<file path="src/rtl/fse_pkg.sv">
package fse_pkg;
    localparam logic [7:0] FSE_OFF_CTRL = 8'h00;
    localparam logic [7:0] FSE_OFF_STATUS = 8'h04;
    localparam logic [7:0] FSE_OFF_CMD = 8'h08;
    localparam logic [7:0] FSE_OFF_OPERAND = 8'h0C;
    localparam logic [7:0] FSE_OFF_AC0 = 8'h10;
    localparam logic [7:0] FSE_OFF_PC = 8'h20;
    localparam logic [7:0] FSE_OFF_SP = 8'h24;
    localparam logic [7:0] FSE_OFF_FP = 8'h28;
    localparam logic [7:0] FSE_OFF_LIMIT = 8'h2C;
    localparam logic [7:0] FSE_OFF_CARRY = 8'h30;
    localparam int FSE_CTRL_START = 0;
    localparam int FSE_CTRL_INT_EN = 1;
    localparam int FSE_CTRL_MAP_EN = 2;
    localparam int FSE_CMD_ACS = 4;
    localparam int FSE_CMD_ACD = 6;
    localparam int FSE_CMD_N = 8;
    localparam int FSE_CMD_CARRY = 10;
    localparam int FSE_CMD_SHIFT = 12;
    localparam int FSE_CMD_NOLOAD = 14;
    localparam int FSE_CMD_SKIP = 16;
    localparam logic [15:0] FSE_RST_WORD = 16'h0000;
    localparam logic [15:0] FSE_RST_LIMIT = 16'hFFFF;
    localparam logic [15:0] FSE_SYSCALL_VEC = 16'h0002;
    localparam logic [2:0] FSE_PUSH_LAST = 3'h4;
    localparam logic [1:0] FSE_RESP_OKAY = 2'b00;
    localparam logic [1:0] FSE_RESP_SLVERR = 2'b10;

    typedef enum logic [3:0] {
        OP_FRAME_SAVE = 4'h0,
        OP_MINUS_IMMEDIATE = 4'h1,
        OP_SKIP_GREATER_EQUAL = 4'h2,
        OP_SKIP_GREATER = 4'h3,
        OP_CPU_FLAG_TEST = 4'h4,
        OP_IO_FLAG_TEST = 4'h5,
        OP_SKIP_BIT_SET = 4'h6,
        OP_SKIP_BIT_CLEAR = 4'h7,
        OP_WORD_STORE = 4'h8,
        OP_BYTE_STORE = 4'h9,
        OP_UNSIGNED_SUB = 4'hA,
        OP_SYSTEM_CALL = 4'hB
    } fse_op_t;

    typedef enum logic [1:0] {
        PK_FRAME = 2'b00,
        PK_SYSCALL = 2'b01,
        PK_FAULT = 2'b10
    } fse_push_t;
endpackage : fse_pkg

</file>
<file path="src/rtl/fse_alu_if.sv">
`timescale 1ns/100ps
interface fse_alu_if;
    logic [15:0] acs;
    logic [15:0] acd;
    logic carry_in;
    logic [1:0] carry_sel;
    logic [1:0] shift_sel;
    logic [2:0] skip_sel;
    logic [15:0] result;
    logic carry_out;
    logic skip;
    logic ge;
    logic gt;
    modport alu (input acs, acd, carry_in, carry_sel, shift_sel, skip_sel,
                 output result, carry_out, skip, ge, gt);
    modport core (output acs, acd, carry_in, carry_sel, shift_sel, skip_sel,
                  input result, carry_out, skip, ge, gt);
endinterface : fse_alu_if

</file>
<file path="src/rtl/fse_alu.sv">
`timescale 1ns/100ps
module fse_alu (
    fse_alu_if.alu a
);
    logic cin;
    logic [16:0] sum;
    logic [16:0] val;
    logic [16:0] sh;
    always_comb begin
        unique case (a.carry_sel)
            2'b00: cin = a.carry_in;
            2'b01: cin = 1'b0;
            2'b10: cin = 1'b1;
            2'b11: cin = ~a.carry_in;
        endcase
        sum = {1'b0, a.acd} + {1'b0, ~a.acs} + 17'h00001;
        val = {cin ^ sum[16], sum[15:0]};
        unique case (a.shift_sel)
            2'b00: sh = val;
            2'b01: sh = {val[15:0], val[16]};
            2'b10: sh = {val[0], val[16:1]};
            2'b11: sh = {val[16], val[7:0], val[15:8]};
        endcase
        a.result = sh[15:0];
        a.carry_out = sh[16];
        unique case (a.skip_sel)
            3'b000: a.skip = 1'b0;
            3'b001: a.skip = 1'b1;
            3'b010: a.skip = ~sh[16];
            3'b011: a.skip = sh[16];
            3'b100: a.skip = (sh[15:0] == 16'h0000);
            3'b101: a.skip = (sh[15:0] != 16'h0000);
            3'b110: a.skip = ~sh[16] | (sh[15:0] == 16'h0000);
            3'b111: a.skip = sh[16] & (sh[15:0] != 16'h0000);
        endcase
        a.ge = ($signed(a.acs) >= $signed(a.acd));
        a.gt = ($signed(a.acs) > $signed(a.acd));
    end
endmodule : fse_alu

</file>
<file path="src/rtl/fse_sync.sv">
`timescale 1ns/100ps
module fse_sync #(
    parameter int W = 1
) (
    input wire logic aclk,
    input wire logic aresetn,
    input wire logic [W-1:0] din,
    output logic [W-1:0] dout
);
    logic [W-1:0] meta_reg;
    always_ff @(posedge aclk) begin
        if (!aresetn) begin
            meta_reg <= '0;
            dout <= '0;
        end else begin
            meta_reg <= din;
            dout <= meta_reg;
        end
    end
endmodule : fse_sync

</file>
<file path="src/rtl/fse_core.sv">
// Local design decisions: the register offsets and the AXI4-Lite slave port.
`timescale 1ns/100ps
// Functional notes
// - frame save pushes ac0, ac1, ac2; pointer increments before every write
// - fourth frame word is zero top bit plus frame pointer low fifteen bits
// - fifth frame word is carry on top plus low fifteen bits of ac3
// - after five pushes, pointer above limit pushes fault block over return block
// - without overflow, stack pointer goes to frame pointer and ac3
// - without overflow, unsigned immediate frame size is added to stack pointer
// - minus immediate subtracts field plus one, writes back, carry untouched
// - signed compare skips when source is at least destination
// - signed compare skips only when source exceeds destination
// - cpu flag test: interrupts on, off, power one, power zero
// - device flag test: busy one, busy zero, done one, done zero
// - bit pointer: source base, destination offset and bit; skip when set
// - same pointer, skip when the bit is zero; accumulators unchanged
// - same accumulator for both operands uses base address zero
// - word store writes accumulator to effective address, accumulator kept
// - byte store writes low byte of destination at source byte pointer
// - unsigned subtract adds source complement plus one, carry flips on carry out
// - shifted value loads carry and destination unless no-load; skip test
// - system call turns translation off, pushes return block, jumps via 2
// - interrupts held off until the instruction after the system call
// - system call with ac0 twice pushes nothing and keeps ac0
module fse_core
    import fse_pkg::*;
(
    input wire logic aclk,
    input wire logic aresetn,
    input wire logic [7:0] s_axi_awaddr,
    input wire logic s_axi_awvalid,
    output logic s_axi_awready,
    input wire logic [31:0] s_axi_wdata,
    input wire logic [3:0] s_axi_wstrb,
    input wire logic s_axi_wvalid,
    output logic s_axi_wready,
    output logic [1:0] s_axi_bresp,
    output logic s_axi_bvalid,
    input wire logic s_axi_bready,
    input wire logic [7:0] s_axi_araddr,
    input wire logic s_axi_arvalid,
    output logic s_axi_arready,
    output logic [31:0] s_axi_rdata,
    output logic [1:0] s_axi_rresp,
    output logic s_axi_rvalid,
    input wire logic s_axi_rready,
    output logic mem_req,
    output logic mem_we,
    output logic [15:0] mem_addr,
    output logic [15:0] mem_wdata,
    output logic [1:0] mem_be,
    input wire logic [15:0] mem_rdata,
    input wire logic mem_ack,
    output logic [5:0] io_device,
    input wire logic io_busy,
    input wire logic io_done,
    input wire logic power_flag,
    output logic map_enable,
    output logic int_hold,
    output logic done_pulse
);
    typedef enum logic [2:0] {
        ST_IDLE = 3'b000,
        ST_PUSH = 3'b001,
        ST_WAIT_WR = 3'b010,
        ST_CHECK = 3'b011,
        ST_WAIT_RD = 3'b100,
        ST_FINISH = 3'b101
    } fse_state_t;

    fse_state_t state_reg;
    fse_push_t kind_reg;
    logic [15:0] ac_reg [4];
    logic [15:0] pc_reg, sp_reg, fp_reg, limit_reg, saved_sp_reg, operand_reg;
    logic [18:0] cmd_reg;
    logic carry_reg, int_en_reg, skip_reg, fault_reg, jump_reg;
    logic [2:0] cnt_reg;
    logic [2:0] flags_sync;
    logic wr_go, start;
    logic [15:0] wval;
    fse_op_t op;
    logic [1:0] acs, acd, tsel;
    logic [15:0] base, push_word;
    fse_alu_if alu_bus ();

    fse_alu u_alu (.a(alu_bus));
    fse_sync #(.W(3)) u_sync (
        .aclk(aclk),
        .aresetn(aresetn),
        .din({io_busy, io_done, power_flag}),
        .dout(flags_sync)
    );

    function automatic logic flag_test(input logic [1:0] t, input logic f1, input logic f2);
        unique case (t)
            2'b00: flag_test = f1;
            2'b01: flag_test = ~f1;
            2'b10: flag_test = f2;
            2'b11: flag_test = ~f2;
        endcase
    endfunction : flag_test

    function automatic logic [15:0] lanes(input logic [15:0] old, input logic [31:0] d,
                                          input logic [3:0] s);
        lanes = {s[1] ? d[15:8] : old[15:8], s[0] ? d[7:0] : old[7:0]};
    endfunction : lanes

    assign op = fse_op_t'(cmd_reg[3:0]);
    assign acs = cmd_reg[FSE_CMD_ACS +: 2];
    assign acd = cmd_reg[FSE_CMD_ACD +: 2];
    assign tsel = cmd_reg[FSE_CMD_N +: 2];
    assign io_device = operand_reg[5:0];
    assign base = (acs == acd) ? FSE_RST_WORD : ac_reg[acs];
    assign alu_bus.acs = ac_reg[acs];
    assign alu_bus.acd = ac_reg[acd];
    assign alu_bus.carry_in = carry_reg;
    assign alu_bus.carry_sel = cmd_reg[FSE_CMD_CARRY +: 2];
    assign alu_bus.shift_sel = cmd_reg[FSE_CMD_SHIFT +: 2];
    assign alu_bus.skip_sel = cmd_reg[FSE_CMD_SKIP +: 3];

    always_comb begin
        unique case (cnt_reg)
            3'h0: push_word = ac_reg[0];
            3'h1: push_word = ac_reg[1];
            3'h2: push_word = ac_reg[2];
            3'h3: push_word = (kind_reg == PK_FRAME) ? {1'b0, fp_reg[14:0]} : ac_reg[3];
            default: begin
                if (kind_reg == PK_FRAME) begin
                    push_word = {carry_reg, ac_reg[3][14:0]};
                end else begin
                    push_word = {carry_reg, pc_reg[14:0] + 15'h0001};
                end
            end
        endcase
    end

    // register bus: write address and data are taken together
    assign wr_go = s_axi_awvalid & s_axi_wvalid & ~s_axi_bvalid;
    assign s_axi_awready = wr_go;
    assign s_axi_wready = wr_go;
    assign s_axi_arready = ~s_axi_rvalid;
    assign wval = s_axi_wdata[15:0];
    assign start = wr_go && s_axi_awaddr == FSE_OFF_CTRL && s_axi_wstrb[0]
                   && s_axi_wdata[FSE_CTRL_START] && state_reg == ST_IDLE;

    function automatic logic mapped(input logic [7:0] a);
        mapped = (a[1:0] == 2'b00) && (a <= FSE_OFF_CARRY);
    endfunction : mapped

    always_ff @(posedge aclk) begin
        if (!aresetn) begin
            s_axi_bvalid <= 1'b0;
            s_axi_bresp <= FSE_RESP_OKAY;
        end else if (wr_go) begin
            s_axi_bvalid <= 1'b1;
            s_axi_bresp <= mapped(s_axi_awaddr) ? FSE_RESP_OKAY : FSE_RESP_SLVERR;
        end else if (s_axi_bready) begin
            s_axi_bvalid <= 1'b0;
        end
    end

    always_ff @(posedge aclk) begin
        if (!aresetn) begin
            s_axi_rvalid <= 1'b0;
            s_axi_rdata <= 32'h00000000;
            s_axi_rresp <= FSE_RESP_OKAY;
        end else if (s_axi_arvalid && !s_axi_rvalid) begin
            s_axi_rvalid <= 1'b1;
            s_axi_rresp <= mapped(s_axi_araddr) ? FSE_RESP_OKAY : FSE_RESP_SLVERR;
            unique case (s_axi_araddr)
                FSE_OFF_CTRL: s_axi_rdata <= {29'h0, map_enable, int_en_reg, 1'b0};
                FSE_OFF_STATUS: s_axi_rdata <= {27'h0, map_enable, int_hold, fault_reg,
                                                skip_reg, state_reg != ST_IDLE};
                FSE_OFF_CMD: s_axi_rdata <= {13'h0, cmd_reg};
                FSE_OFF_OPERAND: s_axi_rdata <= {16'h0, operand_reg};
                8'h10, 8'h14, 8'h18, 8'h1C: s_axi_rdata <= {16'h0, ac_reg[s_axi_araddr[3:2]]};
                FSE_OFF_PC: s_axi_rdata <= {16'h0, pc_reg};
                FSE_OFF_SP: s_axi_rdata <= {16'h0, sp_reg};
                FSE_OFF_FP: s_axi_rdata <= {16'h0, fp_reg};
                FSE_OFF_LIMIT: s_axi_rdata <= {16'h0, limit_reg};
                FSE_OFF_CARRY: s_axi_rdata <= {31'h0, carry_reg};
                default: s_axi_rdata <= 32'h00000000;
            endcase
        end else if (s_axi_rready) begin
            s_axi_rvalid <= 1'b0;
        end
    end

    // execution sequencer and the state it owns
    always_ff @(posedge aclk) begin
        if (!aresetn) begin
            state_reg <= ST_IDLE;
            kind_reg <= PK_FRAME;
            for (int i = 0; i < 4; i++) begin
                ac_reg[i] <= FSE_RST_WORD;
            end
            pc_reg <= FSE_RST_WORD;
            sp_reg <= FSE_RST_WORD;
            fp_reg <= FSE_RST_WORD;
            limit_reg <= FSE_RST_LIMIT;
            saved_sp_reg <= FSE_RST_WORD;
            operand_reg <= FSE_RST_WORD;
            cmd_reg <= '0;
            carry_reg <= 1'b0;
            int_en_reg <= 1'b0;
            map_enable <= 1'b0;
            int_hold <= 1'b0;
            skip_reg <= 1'b0;
            fault_reg <= 1'b0;
            jump_reg <= 1'b0;
            cnt_reg <= 3'h0;
            mem_req <= 1'b0;
            mem_we <= 1'b0;
            mem_addr <= FSE_RST_WORD;
            mem_wdata <= FSE_RST_WORD;
            mem_be <= 2'b00;
            done_pulse <= 1'b0;
        end else begin
            done_pulse <= 1'b0;
            if (wr_go && state_reg == ST_IDLE) begin
                unique case (s_axi_awaddr)
                    FSE_OFF_CTRL: begin
                        if (s_axi_wstrb[0]) begin
                            int_en_reg <= s_axi_wdata[FSE_CTRL_INT_EN];
                            map_enable <= s_axi_wdata[FSE_CTRL_MAP_EN];
                        end
                    end
                    FSE_OFF_CMD: cmd_reg <= {s_axi_wstrb[2] ? s_axi_wdata[18:16] : cmd_reg[18:16],
                                             lanes(cmd_reg[15:0], s_axi_wdata, s_axi_wstrb)};
                    FSE_OFF_OPERAND: operand_reg <= lanes(operand_reg, s_axi_wdata, s_axi_wstrb);
                    8'h10, 8'h14, 8'h18, 8'h1C: ac_reg[s_axi_awaddr[3:2]] <=
                        lanes(ac_reg[s_axi_awaddr[3:2]], s_axi_wdata, s_axi_wstrb);
                    FSE_OFF_PC: pc_reg <= lanes(pc_reg, s_axi_wdata, s_axi_wstrb);
                    FSE_OFF_SP: sp_reg <= lanes(sp_reg, s_axi_wdata, s_axi_wstrb);
                    FSE_OFF_FP: fp_reg <= lanes(fp_reg, s_axi_wdata, s_axi_wstrb);
                    FSE_OFF_LIMIT: limit_reg <= lanes(limit_reg, s_axi_wdata, s_axi_wstrb);
                    FSE_OFF_CARRY: if (s_axi_wstrb[0]) carry_reg <= s_axi_wdata[0];
                    default: ;
                endcase
            end
            unique case (state_reg)
                ST_IDLE: begin
                    if (start) begin
                        skip_reg <= 1'b0;
                        jump_reg <= 1'b0;
                        fault_reg <= 1'b0;
                        cnt_reg <= 3'h0;
                        saved_sp_reg <= sp_reg;
                        state_reg <= ST_FINISH;
                        unique case (op)
                            OP_FRAME_SAVE: begin
                                kind_reg <= PK_FRAME;
                                state_reg <= ST_PUSH;
                            end
                            OP_MINUS_IMMEDIATE: ac_reg[acd] <= ac_reg[acd]
                                - {14'h0000, tsel} - 16'h0001;
                            OP_SKIP_GREATER_EQUAL: skip_reg <= alu_bus.ge;
                            OP_SKIP_GREATER: skip_reg <= alu_bus.gt;
                            OP_CPU_FLAG_TEST: skip_reg <= flag_test(tsel, int_en_reg,
                                                                    flags_sync[0]);
                            OP_IO_FLAG_TEST: skip_reg <= flag_test(tsel, flags_sync[2],
                                                                   flags_sync[1]);
                            OP_SKIP_BIT_SET, OP_SKIP_BIT_CLEAR: begin
                                mem_req <= 1'b1;
                                mem_we <= 1'b0;
                                mem_be <= 2'b11;
                                mem_addr <= base + {4'h0, ac_reg[acd][15:4]};
                                state_reg <= ST_WAIT_RD;
                            end
                            OP_WORD_STORE: begin
                                mem_req <= 1'b1;
                                mem_we <= 1'b1;
                                mem_be <= 2'b11;
                                mem_addr <= operand_reg;
                                mem_wdata <= ac_reg[acd];
                                state_reg <= ST_WAIT_WR;
                            end
                            OP_BYTE_STORE: begin
                                mem_req <= 1'b1;
                                mem_we <= 1'b1;
                                mem_be <= ac_reg[acs][0] ? 2'b01 : 2'b10;
                                mem_addr <= {1'b0, ac_reg[acs][15:1]};
                                mem_wdata <= {ac_reg[acd][7:0], ac_reg[acd][7:0]};
                                state_reg <= ST_WAIT_WR;
                            end
                            OP_UNSIGNED_SUB: begin
                                skip_reg <= alu_bus.skip;
                                if (!cmd_reg[FSE_CMD_NOLOAD]) begin
                                    ac_reg[acd] <= alu_bus.result;
                                    carry_reg <= alu_bus.carry_out;
                                end
                            end
                            OP_SYSTEM_CALL: begin
                                map_enable <= 1'b0;
                                kind_reg <= PK_SYSCALL;
                                if (acs == 2'b00 && acd == 2'b00) begin
                                    mem_req <= 1'b1;
                                    mem_we <= 1'b0;
                                    mem_be <= 2'b11;
                                    mem_addr <= FSE_SYSCALL_VEC;
                                    state_reg <= ST_WAIT_RD;
                                end else begin
                                    state_reg <= ST_PUSH;
                                end
                            end
                            default: ;
                        endcase
                    end
                end
                ST_PUSH: begin
                    sp_reg <= sp_reg + 16'h0001;
                    mem_req <= 1'b1;
                    mem_we <= 1'b1;
                    mem_be <= 2'b11;
                    mem_addr <= sp_reg + 16'h0001;
                    mem_wdata <= push_word;
                    state_reg <= ST_WAIT_WR;
                end
                ST_WAIT_WR: begin
                    if (mem_ack) begin
                        mem_req <= 1'b0;
                        mem_we <= 1'b0;
                        cnt_reg <= cnt_reg + 3'h1;
                        if (op != OP_FRAME_SAVE && op != OP_SYSTEM_CALL) begin
                            state_reg <= ST_FINISH;
                        end else if (cnt_reg != FSE_PUSH_LAST) begin
                            state_reg <= ST_PUSH;
                        end else if (kind_reg != PK_FAULT) begin
                            state_reg <= ST_CHECK;
                        end else begin
                            state_reg <= ST_FINISH;
                        end
                    end
                end
                ST_CHECK: begin
                    if (kind_reg == PK_SYSCALL) begin
                        mem_req <= 1'b1;
                        mem_be <= 2'b11;
                        mem_addr <= FSE_SYSCALL_VEC;
                        state_reg <= ST_WAIT_RD;
                    end else if (sp_reg > limit_reg) begin
                        fault_reg <= 1'b1;
                        kind_reg <= PK_FAULT;
                        sp_reg <= saved_sp_reg;
                        cnt_reg <= 3'h0;
                        state_reg <= ST_PUSH;
                    end else begin
                        fp_reg <= sp_reg;
                        ac_reg[3] <= sp_reg;
                        sp_reg <= sp_reg + operand_reg;
                        state_reg <= ST_FINISH;
                    end
                end
                ST_WAIT_RD: begin
                    if (mem_ack) begin
                        mem_req <= 1'b0;
                        state_reg <= ST_FINISH;
                        if (op == OP_SYSTEM_CALL) begin
                            pc_reg <= {1'b0, mem_rdata[14:0]};
                            jump_reg <= 1'b1;
                        end else begin
                            skip_reg <= mem_rdata[4'hF - ac_reg[acd][3:0]]
                                        ^ (op == OP_SKIP_BIT_CLEAR);
                        end
                    end
                end
                ST_FINISH: begin
                    if (!jump_reg) begin
                        pc_reg <= pc_reg + 16'h0001 + {15'h0000, skip_reg};
                    end
                    int_hold <= (op == OP_SYSTEM_CALL);
                    done_pulse <= 1'b1;
                    state_reg <= ST_IDLE;
                end
                default: state_reg <= ST_IDLE;
            endcase
        end
    end
endmodule : fse_core

</file>
<file path="config.mk">
export PLATFORM = sky130hd
export DESIGN_NAME = fse_core
export DESIGN_NICKNAME = d
export VERILOG_FILES = /design/src/rtl/fse_pkg.sv /design/src/rtl/fse_alu_if.sv /design/src/rtl/fse_alu.sv /design/src/rtl/fse_sync.sv /design/src/rtl/fse_core.sv
export SDC_FILE = /design/constraint.sdc
export NUM_CORES = 1
export LEC_CHECK = 0
export ABC_CLOCK_PERIOD_IN_PS = 6450
export BUFFER_PORTS_ARGS = -buffer_cell sky130_fd_sc_hd__buf_2
export CAP_MARGIN = 20
export CORE_ASPECT_RATIO = 0.5
export CORE_MARGIN = 8
export CORE_UTILIZATION = 50
export DETAILED_ROUTE_END_ITERATION = 10
export PLACE_DENSITY = 0.7
export SLEW_MARGIN = 20
export SYNTH_ARGS = -nofsm -noshare
export SYNTH_HDL_FRONTEND = slang
export SYNTH_SLANG_ARGS = --single-unit
</file>
<file path="constraint.sdc">
create_clock -name aclk -period 6.45 [get_ports aclk]
set_input_delay 1.6125 -clock aclk [delete_from_list [all_inputs] [get_ports aclk]]
set_output_delay 1.6125 -clock aclk [all_outputs]
set_load 0.01 [all_outputs]
</file>
==> impl_metrics.json <==
{
  "switchingPower_uw": 1058,
  "synth.largest_area_cell": "sky130_fd_sc_hd__dfxtp_1",
  "top_flip_flop_cell_by_instance_count_after_synthesis": "sky130_fd_sc_hd__dfxtp_1",
  "initial_core_util_pct": 50.44,
  "cell_internal_power_uw": 2730,
  "asyncSetResetFlopFracSynth_pct": 0,
  "period_needed_ns": 5.570,
  "ir_drop_uv": 173.0,
  "min_path_cells": 1,
  "clock_insertion_delay_worst_skew_ns": 0.60,
  "totalWireLength_um": 88370,
  "post-cts-setup-buffers": 0,
  "ctsRootBufferMaster": "sky130_fd_sc_hd__clkbuf_16",
  "design.core.area_um2": 38730,
  "placed_inst_area_um2": 20660,
  "detail_route.first_pass.iterations": 8,
  "slew-limit-headroom_pct": 22.79,
  "clock_path_buffers": 3,
  "r2r_end": "skip_reg",
  "synthToLayoutAreaGrowth_pct": 10.32,
  "antenna_found_initial": 2,
  "end_of_the_worst_hold_path": "u_sync.dout[0]",
  "power_density_nw_per_um2": 175.8,
  "met2WireLength_um": 33090,
  "critical_path_required_ns": 6.93,
  "run_status": "finished clean",
  "grt_setup_unrepaired": "no",
  "floorplan.die.width_um": 295.5,
  "worstHoldPathType": "flop to flop",
  "worst_hold_startpoint": "u_sync.meta_reg[0]",
  "place_congestion": 1.074,
  "tritoncts": "yes",
  "grt-ovfl-total": 0,
  "most_used_cells_in_the_layout_excluding_fill_and_tap_cells": "sky130_fd_sc_hd__nor2_1 (283), sky130_fd_sc_hd__nand2_1 (256), sky130_fd_sc_hd__dfxtp_1 (200), sky130_fd_sc_hd__buf_2 (135), sky130_fd_sc_hd__o21ai_0 (132)",
  "crit_type": "flop to flop",
  "setup_violations": 0,
  "cts_hold_buffers": 0,
  "synth_seq_area_share_pct": 30.33,
  "synth_area_leaders": "sky130_fd_sc_hd__dfxtp_1 (20%), sky130_fd_sc_hd__edfxtp_1 (9.8%), sky130_fd_sc_hd__mux4_2 (6.6%)",
  "finalSetupTns_ns": 0,
  "largest_register_ffs": 64,
  "drt_first_iter_violations": 3399,
  "synth_warnings": 0,
  "routedWlPerCell_um": 29.82,
  "num_rows": 51,
  "routed-via-count": 20230,
  "layout.filler_cells": 3625,
  "avgSynthCellArea_um2": 8.292,
  "combinationalPowerShare_pct": 11.2,
  "timing.max_cap.violations": 0,
  "cts_buffers": 27,
  "power_switching_share_pct": 27.94,
  "finalHoldViolations": 0,
  "tightestPinTransition_ns": 1.152,
  "wl_met3_um": 15910,
  "synth.top_cell.area_share_pct": 20.49,
  "num-nets-final": 2580,
  "via_per_inst": 6.828,
  "detail_route.drc_violations": 0,
  "first_pass_grt_wire_length_um": 125600,
  "die_area_um2": 46040,
  "static-leakage-power_uw": 0.008377,
  "final_cell_area_um2": 21550,
  "synth_edf_count": 64,
  "endpoint_kind": "flop",
  "maxUsedRoutingLayer": "met5",
  "total_standard_cell_area_after_synthesis_um2": 19540,
  "fin_skew_ns": 0.02558,
  "track_usage_pct": 36.81,
  "layout.cells.most_common": "sky130_fd_sc_hd__nor2_1",
  "cts_htree_levels": 1,
  "reg2regPathDepth": 16,
  "io_pins": 165,
  "grt_max_degree": 130,
  "ffs_latches_synth": 264,
  "wl_met1_um": 35700,
  "synth.lib_cells_used.distinct": 86,
  "cts.sinks": 264,
  "finalCritPeriodShare_pct": 86.35,
  "critical_path_arrival_ns": 6.05,
  "final_antenna_violating_net_count": 0,
  "final_max_slew_viol_count": 0,
  "final_layout_size_suffix_gt1_share_pct": 14.56,
  "detailed_place_hpwl_um": 66690,
  "grt_pass1_vias": 18207,
  "power.clock.fraction_pct": 42.9,
  "number_of_standard_cells_after_synthesis": 2356,
  "worstSetupStartpointType": "flop",
  "finalHoldWorstSlack_ns": 0.4284,
  "achievable-frequency_mhz": 179.5,
  "port_buffers": 135,
  "seq_power_share_pct": 45.9,
  "chip_height_um": 155.8,
  "worst_setup_hold_path_clk_slew_ns": 0.08,
  "post_cts_resized": 0,
  "crit_fanout": 7,
  "regToRegSetupSlack_ns": 0.88
}
==> synth_stat cells, types with 22 or more instances <==
cell type	instances
sky130_fd_sc_hd__a211oi_1	43
sky130_fd_sc_hd__a21oi_1	132
sky130_fd_sc_hd__a221oi_1	57
sky130_fd_sc_hd__a22oi_1	43
sky130_fd_sc_hd__a31oi_1	25
sky130_fd_sc_hd__and2_1	25
sky130_fd_sc_hd__buf_4	22
sky130_fd_sc_hd__clkbuf_1	156
sky130_fd_sc_hd__dfxtp_1	200
sky130_fd_sc_hd__edfxtp_1	64
sky130_fd_sc_hd__ha_1	86
sky130_fd_sc_hd__inv_1	99
sky130_fd_sc_hd__mux2i_1	112
sky130_fd_sc_hd__mux4_2	57
sky130_fd_sc_hd__nand2_1	256
sky130_fd_sc_hd__nand2b_1	22
sky130_fd_sc_hd__nand3_1	64
sky130_fd_sc_hd__nand4_1	22
sky130_fd_sc_hd__nor2_1	285
sky130_fd_sc_hd__nor2b_1	25
sky130_fd_sc_hd__nor3_1	41
sky130_fd_sc_hd__o211ai_1	27
sky130_fd_sc_hd__o21ai_0	132
sky130_fd_sc_hd__xnor2_1	57
sky130_fd_sc_hd__xor2_1	32
==> through the flow <==
stage	cells	power (µW)	util, %	setup slack (ns)
floorplan	2370	2015	-	1.780
global placement	2911	2173	53.33	1.090
detailed placement	2911	2176	53.35	1.036
CTS	2961	3760	55.60	1.046
global route	2962	3858	55.64	0.7373
finish	2963	3789	55.64	0.8802
==> cell type report <==
class	instances	area, µm²	area share, %
diodes	1	2.502	0.01161
clock buffers	32	714.4	3.315
clock inverters	18	157.7	0.7315
inverters	100	377.9	1.753
multi-input cells	1816	12510	58.06
flip-flops and latches	264	5926	27.49
well taps	530	663.1	3.077
repair buffers	202	1197	5.556
==> worst max-delay path, cell delays in order (launching register included) <==
cell                       delay (ns)
sky130_fd_sc_hd__dfxtp_1         0.57
sky130_fd_sc_hd__buf_4           0.28
sky130_fd_sc_hd__mux4_2          0.61
sky130_fd_sc_hd__inv_1           0.10
sky130_fd_sc_hd__ha_1            0.19
sky130_fd_sc_hd__inv_1           0.07
sky130_fd_sc_hd__fa_1            0.45
sky130_fd_sc_hd__a211oi_1        0.51
sky130_fd_sc_hd__o211ai_1        0.23
sky130_fd_sc_hd__o221a_2         0.20
sky130_fd_sc_hd__a221oi_1        0.38
sky130_fd_sc_hd__xnor2_1         0.19
sky130_fd_sc_hd__a211oi_1        0.57
sky130_fd_sc_hd__a32oi_1         0.11
sky130_fd_sc_hd__nor4b_1         0.64
sky130_fd_sc_hd__a311o_1         0.27
sky130_fd_sc_hd__a31oi_1         0.07
==> how the worst max path moves through the flow <==
stage                        end            start  slack, ns
finish                  skip_reg             flop       0.88
global placement    ac_reg[2][9]  s_axi_awaddr[1]       1.09
CTS                     skip_reg             flop       1.05
detailed placement  ac_reg[2][9]  s_axi_awaddr[1]       1.04
global route            skip_reg             flop       0.74
floorplan               skip_reg             flop       1.78
==> logic make-up after synthesis <==
logic type	count (synthesis)	share of synthesized area [%]
mux	186	13.44
fa+ha+maj	90	5.918
compound gates	621	21.29
simple gates	815	18.93
flops	264	30.33
other cells	1	0.01920
buf+inv	290	6.078
xor+xnor	89	3.990
==> routing by layer <==
layer	vias to the layer above	GRT usage (%)
li1	8684	-
met2	1588	48.52
met3	255	17.43
met5	-	0.1106
met1	9699	51.76
met4	4	11.72
==> power by group through the flow <==
stage | clock [µW] | combinational (µW) | sequential, µW
after floorplan | 0 | 246 | 1770
after global placement | 0 | 400 | 1770
after detailed placement | 0 | 402 | 1770
after CTS | 1620 | 403 | 1740
after global routing | 1680 | 438 | 1740
final | 1630 | 424 | 1740
(Power assumes the default switching activity.)
